## config.mk

```make
export PLATFORM = sky130hd
export DESIGN_NAME = irq_return_ctrl
export DESIGN_NICKNAME = d
export VERILOG_FILES = /design/src/hdl/irq_return_pkg.sv /design/src/hdl/irq_return_ctrl.sv
export VERILOG_INCLUDE_DIRS = /design/src /design/src/hdl
export SDC_FILE = /design/constraint.sdc
export NUM_CORES = 1
export LEC_CHECK = 0
export BUFFER_PORTS_ARGS = -buffer_cell sky130_fd_sc_hd__buf_2
export CAP_MARGIN = 20
export CELL_PAD_IN_SITES_DETAIL_PLACEMENT = 1
export CELL_PAD_IN_SITES_GLOBAL_PLACEMENT = 2
export CORE_MARGIN = 2
export CORE_UTILIZATION = 25
export DETAILED_ROUTE_END_ITERATION = 16
export PLACE_DENSITY_LB_ADDON = 0.2
export RECOVER_POWER = 50
export SLEW_MARGIN = 20
export SYNTH_ARGS = -nofsm -noshare
export SYNTH_HDL_FRONTEND = slang
export SYNTH_SLANG_ARGS = --single-unit
```

## constraint.sdc

```tcl
create_clock -name clk -period 2.5 [get_ports clk]
set_clock_uncertainty 0.2 [all_clocks]
set_input_delay 0.25 -clock clk [delete_from_list [all_inputs] [get_ports clk]]
set_output_delay 0.25 -clock clk [all_outputs]
set_load 0.02 [all_outputs]
```

## src/hdl/irq_return_defines.svh

```systemverilog
/*
 Timing counts and field positions for the interrupt-return and option-load
 control. Assumes inclusion by bare name from hdl/.
*/
`ifndef IRQ_RETURN_DEFINES_SVH
`define IRQ_RETURN_DEFINES_SVH
`define OPCODE_RETURN_FROM_IRQ 14'h0009
`define OPCODE_OPTION_LOAD 14'h0062
`define GLOBAL_IRQ_ENABLE_BIT 7
`define INTERRUPT_CONTROL_RESET 8'h00
`define OPTION_RESET 8'hff
`define PC_RESET 13'h0000
`define PHASE_COUNT 4
`endif

```

## src/hdl/irq_return_pkg.sv

```systemverilog
/*
 Types for the interrupt-return and option-load control.
 Assumes nothing of its surroundings.
*/
package irq_return_pkg;
    typedef enum logic [3:0] {
        PH_Q1 = 4'b0001,
        PH_Q2 = 4'b0010,
        PH_Q3 = 4'b0100,
        PH_Q4 = 4'b1000
    } phase_t;
    typedef enum logic [1:0] {
        EX_NORMAL = 2'b01,
        EX_IDLE = 2'b10
    } exec_t;
endpackage

```

## src/hdl/irq_return_ctrl.sv

```systemverilog
/*
 Execution control for return-from-interrupt and legacy option load.
 Assumes an instruction word valid on instrWord for a whole instruction cycle,
 an external return stack that pops on stackPop and shows its top on
 stack_top_entry, and a core that runs four clocks per instruction cycle.
 The four phases run from reset with no gaps, so a slow fetch must stretch
 the clock itself rather than pause the phases.
 Interrupt entry, the stack storage and the status register live outside.
 Only the enable bit of the interrupt control register is written here.
 The design is fully synchronous to clk, and sys_rst is sampled on it.
*/
`timescale 1ns/1ps
`include "irq_return_defines.svh"

// Contract
// - Decoding opcode 00 0000 0000 1001 pops one entry from the return stack.
// - The popped top of stack is loaded into the program counter.
// - Return from interrupt sets bit 7 of the interrupt control register to one.
// - It takes two instruction cycles, enable set in Q3, pop in Q4, second cycle idle.
module irq_return_ctrl (
    input wire logic clk,
    input wire logic sys_rst,
    input wire logic [13:0] instrWord,
    input wire logic [7:0] workingReg,
    input wire logic [12:0] stack_top_entry,
    output logic stackPop,
    output logic [12:0] programCounter,
    output logic [7:0] interrupt_control_reg,
    output logic global_irq_enable,
    output logic [7:0] optionReg,
    output logic fetchSuppress,
    output logic [3:0] phase,
    output logic statusWrite
);
    irq_return_pkg::phase_t phaseState;
    irq_return_pkg::phase_t next_phaseState;
    irq_return_pkg::exec_t execState;
    irq_return_pkg::exec_t next_execState;
    logic [12:0] next_programCounter;
    logic [7:0] next_interruptControl;
    logic [7:0] next_optionReg;

    // Exact match on the whole word; a looser decode would alias the
    // return op with the subroutine return that differs in bit 0
    function automatic logic opcodeMatch(
        input logic [13:0] word,
        input logic [13:0] code
    );
        return (word == code);
    endfunction

    // Program counter wraps within its 13-bit space
    function automatic logic [12:0] pcIncrement(
        input logic [12:0] pc
    );
        return pc + 13'h0001;
    endfunction

    // Shared phase compare for the atQ3 and atQ4 strobes
    function automatic logic phaseIs(
        input irq_return_pkg::phase_t current,
        input irq_return_pkg::phase_t wanted
    );
        return (current == wanted);
    endfunction

    wire logic idleCycle;
    assign idleCycle = (execState == irq_return_pkg::EX_IDLE);

    wire logic inNormal;
    wire logic isReturnOp;
    wire logic isOptionOp;
    wire logic return_from_interrupt_op;
    assign inNormal = (execState == irq_return_pkg::EX_NORMAL);
    assign isReturnOp = opcodeMatch(instrWord, `OPCODE_RETURN_FROM_IRQ);
    assign isOptionOp = opcodeMatch(instrWord, `OPCODE_OPTION_LOAD);
    assign return_from_interrupt_op = inNormal && isReturnOp;

    always_comb begin
        unique case (phaseState)
            irq_return_pkg::PH_Q1: begin
                next_phaseState = irq_return_pkg::PH_Q2;
            end
            irq_return_pkg::PH_Q2: begin
                next_phaseState = irq_return_pkg::PH_Q3;
            end
            irq_return_pkg::PH_Q3: begin
                next_phaseState = irq_return_pkg::PH_Q4;
            end
            irq_return_pkg::PH_Q4: begin
                next_phaseState = irq_return_pkg::PH_Q1;
            end
            // A corrupted one-hot code falls back to Q1
            default: begin
                next_phaseState = irq_return_pkg::PH_Q1;
            end
        endcase
    end

    wire logic atQ3;
    wire logic atQ4;
    assign atQ3 = phaseIs(phaseState, irq_return_pkg::PH_Q3);
    assign atQ4 = phaseIs(phaseState, irq_return_pkg::PH_Q4);

    // second cycle forced idle
    // The idle cycle ignores instrWord, so the word fetched from the
    // popped address only starts once the idle cycle has run out
    always_comb begin
        next_execState = execState;
        unique case (execState)
            irq_return_pkg::EX_NORMAL: begin
                if (atQ4 && isReturnOp) begin
                    next_execState = irq_return_pkg::EX_IDLE;
                end
            end
            irq_return_pkg::EX_IDLE: begin
                if (atQ4) begin
                    next_execState = irq_return_pkg::EX_NORMAL;
                end
            end
            default: begin
                next_execState = irq_return_pkg::EX_NORMAL;
            end
        endcase
    end

    assign stackPop = return_from_interrupt_op && atQ4;
    // Fetch holds off while the second cycle runs empty
    assign fetchSuppress = idleCycle;
    // Phase strobes for the rest of the core
    assign phase = phaseState;
    assign statusWrite = 1'b0;
    assign global_irq_enable = interrupt_control_reg[`GLOBAL_IRQ_ENABLE_BIT];

    always_ff @(posedge clk) begin
        if (sys_rst) begin
            phaseState <= irq_return_pkg::PH_Q1;
        end else begin
            phaseState <= next_phaseState;
        end
    end

    always_ff @(posedge clk) begin
        if (sys_rst) begin
            execState <= irq_return_pkg::EX_NORMAL;
        end else begin
            execState <= next_execState;
        end
    end

    wire logic pcAdvance;
    wire logic gieSetNow;
    wire logic optionLoadNow;
    assign pcAdvance = atQ4 && inNormal;
    assign gieSetNow = return_from_interrupt_op && atQ3;
    // kept for old code only; newer code writes the register directly
    assign optionLoadNow = inNormal && isOptionOp && atQ4;

    // top of stack to PC
    // Pop wins over the increment so the return address is never skipped
    always_comb begin
        next_programCounter = programCounter;
        if (stackPop) begin
            next_programCounter = stack_top_entry;
        end else if (pcAdvance) begin
            next_programCounter = pcIncrement(programCounter);
        end
    end

    // only bit 7 written
    // The other bits belong to interrupt sources outside this block
    always_comb begin
        next_interruptControl = interrupt_control_reg;
        if (gieSetNow) begin
            next_interruptControl[`GLOBAL_IRQ_ENABLE_BIT] = 1'b1;
        end
    end

    always_comb begin
        next_optionReg = optionReg;
        if (optionLoadNow) begin
            next_optionReg = workingReg;
        end
    end

    always_ff @(posedge clk) begin
        if (sys_rst) begin
            programCounter <= `PC_RESET;
        end else begin
            programCounter <= next_programCounter;
        end
    end

    always_ff @(posedge clk) begin
        if (sys_rst) begin
            interrupt_control_reg <= `INTERRUPT_CONTROL_RESET;
        end else begin
            interrupt_control_reg <= next_interruptControl;
        end
    end

    always_ff @(posedge clk) begin
        if (sys_rst) begin
            optionReg <= `OPTION_RESET;
        end else begin
            optionReg <= next_optionReg;
        end
    end
endmodule // irq_return_ctrl

```

[Yosys cells after proc, flatten, opt, wreduce, memory -nomap -nowiden]
Cells that the tools add are included.
Operators by class
  reduce and logical (&&, ||, !) cells: 9
  add/subtract/negate cells: 1
  equal/unequal tests: 10
  muxes and demuxes: 6
Operator list (number)
  2-to-1 mux 13 bit: 2
  == test 14 x 4 -> 1 bit (second input constant): 1
  == test 14 x 7 -> 1 bit (second input constant): 1
  adder 13 x 1 -> 13 bit (second input constant): 1
  one-hot mux 4 bit (3 select lines): 1
  logical AND 1 bit: 7
  == test 4 x 1 -> 1 bit (second input constant): 1
  == test 4 x 2 -> 1 bit (second input constant): 1
  == test 4 x 3 -> 1 bit (second input constant): 1
  == test 4 bit (second input constant): 1
  2-to-1 mux 2 bit: 2
  inequality test 2 x 1 -> 1 bit (second input constant): 2
  one-hot mux 2 bit (2 select lines): 1
  == test 2 x 1 -> 1 bit (second input constant): 1
  == test 2 bit (second input constant): 1
  AND reduction 2 bit: 1
  nonzero test 2 bit: 1
Word-level totals
  input bits: 37
  output and inout bits: 37
  bits in registers: 28

[Depth between registers and ports, before layout]
  depth in word-level cells: 4
  gate-level depth with buffers: 6
  gate-level depth less buffers: 5

[Worst setup path before layout]
No wires, ideal clock.
  path type: register to register
  from: reg phaseState[2], in the netlist phase[2]
  to: reg optionReg[0]
  data arrival time: 1808 ps
  required time: 2163 ps
  cell stages (with the launch flop): 7
  path slack: 356 ps
  period minus slack after synthesis: 2144 ps
  cells stage by stage: dfxtp_1 or4b_4 or2_1 buf_6 buf_2 o31ai_1 nand3_1
On the way
  cells in the longest elaborated chain, start to end: 2
Ends and longest elaborated chain
  start, declared: RTL line irq_return_ctrl.sv:35  | irq_return_pkg::phase_t phaseState;
  start signal, assigned: RTL line irq_return_ctrl.sv:137  | phaseState <= irq_return_pkg::PH_Q1;
  start signal, assigned: RTL line irq_return_ctrl.sv:139  | phaseState <= next_phaseState;
  == test 4 bit: RTL line irq_return_ctrl.sv:64  | return (current == wanted);
  logical AND 1 bit: RTL line irq_return_ctrl.sv:157  | assign optionLoadNow = inNormal && isOptionOp && atQ4;
  end signal, assigned: RTL line irq_return_ctrl.sv:204  | optionReg <= `OPTION_RESET;
  end signal, assigned: RTL line irq_return_ctrl.sv:206  | optionReg <= next_optionReg;
  end, declared: RTL line irq_return_ctrl.sv:30  | output logic [7:0] optionReg,
Every way passes these cells.
A chain may end at the register's enable or synchronous reset.

[Final worst setup path]
  from: reg phaseState[2], in the netlist phase[2]
  to: out stackPop
On the way
  cells in the longest elaborated chain, start to end: 2
Ends and longest elaborated chain
  == test 4 bit: RTL line irq_return_ctrl.sv:64
  logical AND 1 bit: RTL line irq_return_ctrl.sv:127  | assign stackPop = return_from_interrupt_op && atQ4;
  end, declared: RTL line irq_return_ctrl.sv:26  | output logic stackPop,
Every way passes these cells.

==> out/metrics.yaml <==
worst_setup_path:
  crit_path_end_kind: "output pin"
  reg2reg_from: "phase[2]"
  crit_arrival_ns: 1.81
  r2r_slack_ns: 0.30
  ff2ff_path_depth: 4
  start_kind: "flop"
  required_ns: 2.05
  r2r-end: "programCounter[8]"
  crit_type: "flop to output pin"
  cp_max_fo: 5
logic_synthesis:
  ys_types: 46
  synth.top_cell.area_share_pct: 34.22
  synth-seq-cells: 28
  syn_area_sq_um: 1638
  synth_seq_area_share_pct: 34.22
  syn_inst: 197
  synth_area_leader_cell: "dfxtp_1"
  synth_edf_count: 0
  ys_top_cells_by_area: "dfxtp_1 34%, mux2i_1 5.5%, nand3_1 5.5%"
  ys_async_sr_fraction_pct: 0
  avgSynthCellArea_sq_um: 8.314
  yosysWarnings: 0
  synth_flop_cell: "dfxtp_1"
finish:
  mostFrequentLayoutCells: "39 x buf_2, 28 x dfxtp_1, 26 x clkbuf_1"
  final_common_cell: "buf_2"
  nFillCells: 802
  top_register: "programCounter"
  largest_register_ffs: 13
  area_delta_synth_final_pct: 24.83
  drive_gt1_share_pct: 21.07
  diodes: 0
  nets: 300
global_routing:
  antenna_found_initial: 0
  grt_overflow_total: 0
  grt_max_degree: 21
  grt_usage_pct: 14.52
  grt_pass1_vias: 1746
  grt_pass1_wl_um: 8535
sta:
  fin_crit_sh_pct: 90.27
  setup-tns-final_ns: 0
  grt_setup_unrepaired: "false"
  max_freq_ghz: 0.4431
  fin_crit_ns: 2.257
  slew_violations: 0
  hold_viol_final: 0
  setup_viol: 0
  setup_slack_ns: 0.2433
worst_hold_path:
  hold_end: "optionReg[5]"
  min_path_cells: 3
  min_path_type: "input pin to flop"
  min_from: "workingReg[5]"
die:
  core-area_sq_um: 6350
  io_pins: 74
  die_h_um: 84.94
  fp.dieW_um: 84.94
  rows: 29
  initial_core_util_pct: 25.79
  die_area_sq_um: 7215
routing:
  final_antenna_net_count: 0
  drcViolationCount: 0
  num_vias: 1747
  avgRoutedWirePerCell_um: 15.23
  vias_per_cell: 5.169
  drtIter0Drc: 66
  drt_pass1_iterations: 4
  routed_wl_um: 5149
power_and_ir_drop:
  netSwitchingPower_mw: 0.2179
  pwr-share-seq_pct: 54.9
  power_mw: 0.8482
  p_int_mw: 0.6302
  ir_drop_uv: 226.7
  leakagePower_nw: 0.8131
  share_comb_of_total_power_pct: 10.7
  switching_share_pct: 25.69
  power_density_nw_per_um2: 414.9
  p_clk_share_pct: 34.5
clock_network:
  clockBufferDepth: 2
  cts.clk_slew.worst_paths_ns: 0.10
  clock_latency_ns: 0.28
  cts_sinks: 28
  cts_tree: "done"
  post_cts_resized: 0
  cts_setup_buffers: 0
  cts-buffers-inserted: 3
  htreeDepth: 1
  cts_hold_buf: 0
  ctsRootBufferMaster: "clkbuf_8"
place:
  io_buffer_count: 65
  dp_slack_ns: 0.2777
  dp.final_hpwl_um: 3953
  place_congestion: 0.7313
flow_run:
  drv_cap: 0
status:
  status: "finished, final reports clean"
worst max-delay path by stage:
stage	start	end	slack, ns
2_1_floorplan	phase[2]	optionReg[0]	0.36
4_1_cts	phase[2]	stackPop	0.22
3_5_place_dp	instrWord[9]	optionReg[0]	0.28
5_1_grt	phase[2]	stackPop	0.04
6_report	phase[2]	stackPop	0.24
3_3_place_gp	instrWord[9]	optionReg[6]	0.30
area by class of cell:
cell class	instances	area [sq um]	share of cell area, %
multi-input cells	147	949.7	46.45
flip-flops and latches	28	560.5	27.42
repair buffers	72	345.3	16.89
well taps	77	96.34	4.712
clock buffers	4	55.05	2.693
inverters	10	37.54	1.836
worst max-delay path, cell delays in order (launching register included):
cell	delay (ns)
dfxtp_1	0.36
or4b_4	0.57
nor2_1	0.23
nand2_1	0.14
inv_1	0.07
buf_2	0.15
through the flow:
step	instances	cell area [sq um]	hold slack (ns)	utilization (%)
floorplan	204	1664	0.1655	-
global placement	334	2022	0.2755	31.84
detailed placement	334	2022	0.2828	31.84
CTS	338	2077	0.01561	32.71
global route	338	2044	0.02301	32.20
finish	338	2044	0.01558	32.20
cell families (layout without fill, tap and decap cells):
family	after synthesis	in the layout	share of synthesized area, %
DFF	28	28	34.22
and+or+nand+nor	91	91	32.77
muxes	10	10	6.188
adders and majority gates	1	1	0.7638
other	1	8	0.2290
AOI/OAI and AO/OA	37	37	16.43
buffers and inverters	29	86	9.396
power groups by stage:
stage               clock (mW)  combinational (mW)  sequential (mW)
finish                   0.292              0.0903            0.465
floorplan                    0              0.0436            0.485
global placement             0              0.0915            0.475
global route             0.323               0.101            0.469
CTS                      0.303              0.0936            0.465
detailed placement           0              0.0933            0.476
cells in the mapped netlist (2+ instances only):
cell      instances
dfxtp_1          28
nand3_1          18
nand4_1          13
nor2_1           11
a21oi_1          10
inv_1            10
nand2_1          10
buf_4             9
mux2i_1           9
o31ai_1           8
o32ai_1           7
nor3_1            6
and3_1            5
and4_1            4
nor4_1            4
buf_1             3
buf_2             3
clkbuf_1          3
nor2b_1           3
or3_1             3
nand2b_1          2
o21ai_0           2
or4_1             2
or4bb_1           2
per-layer routing:
metal | global-route usage [%] | wire, um | up-vias
met4 | 3.896 | 53 | 0
met3 | 2.432 | 265 | 4
met5 | 0 | 0 | -
met2 | 23.79 | 2380 | 47
li1 | - | - | 868
met1 | 19.77 | 2450 | 828
Power figures use the tool's default switching activity.
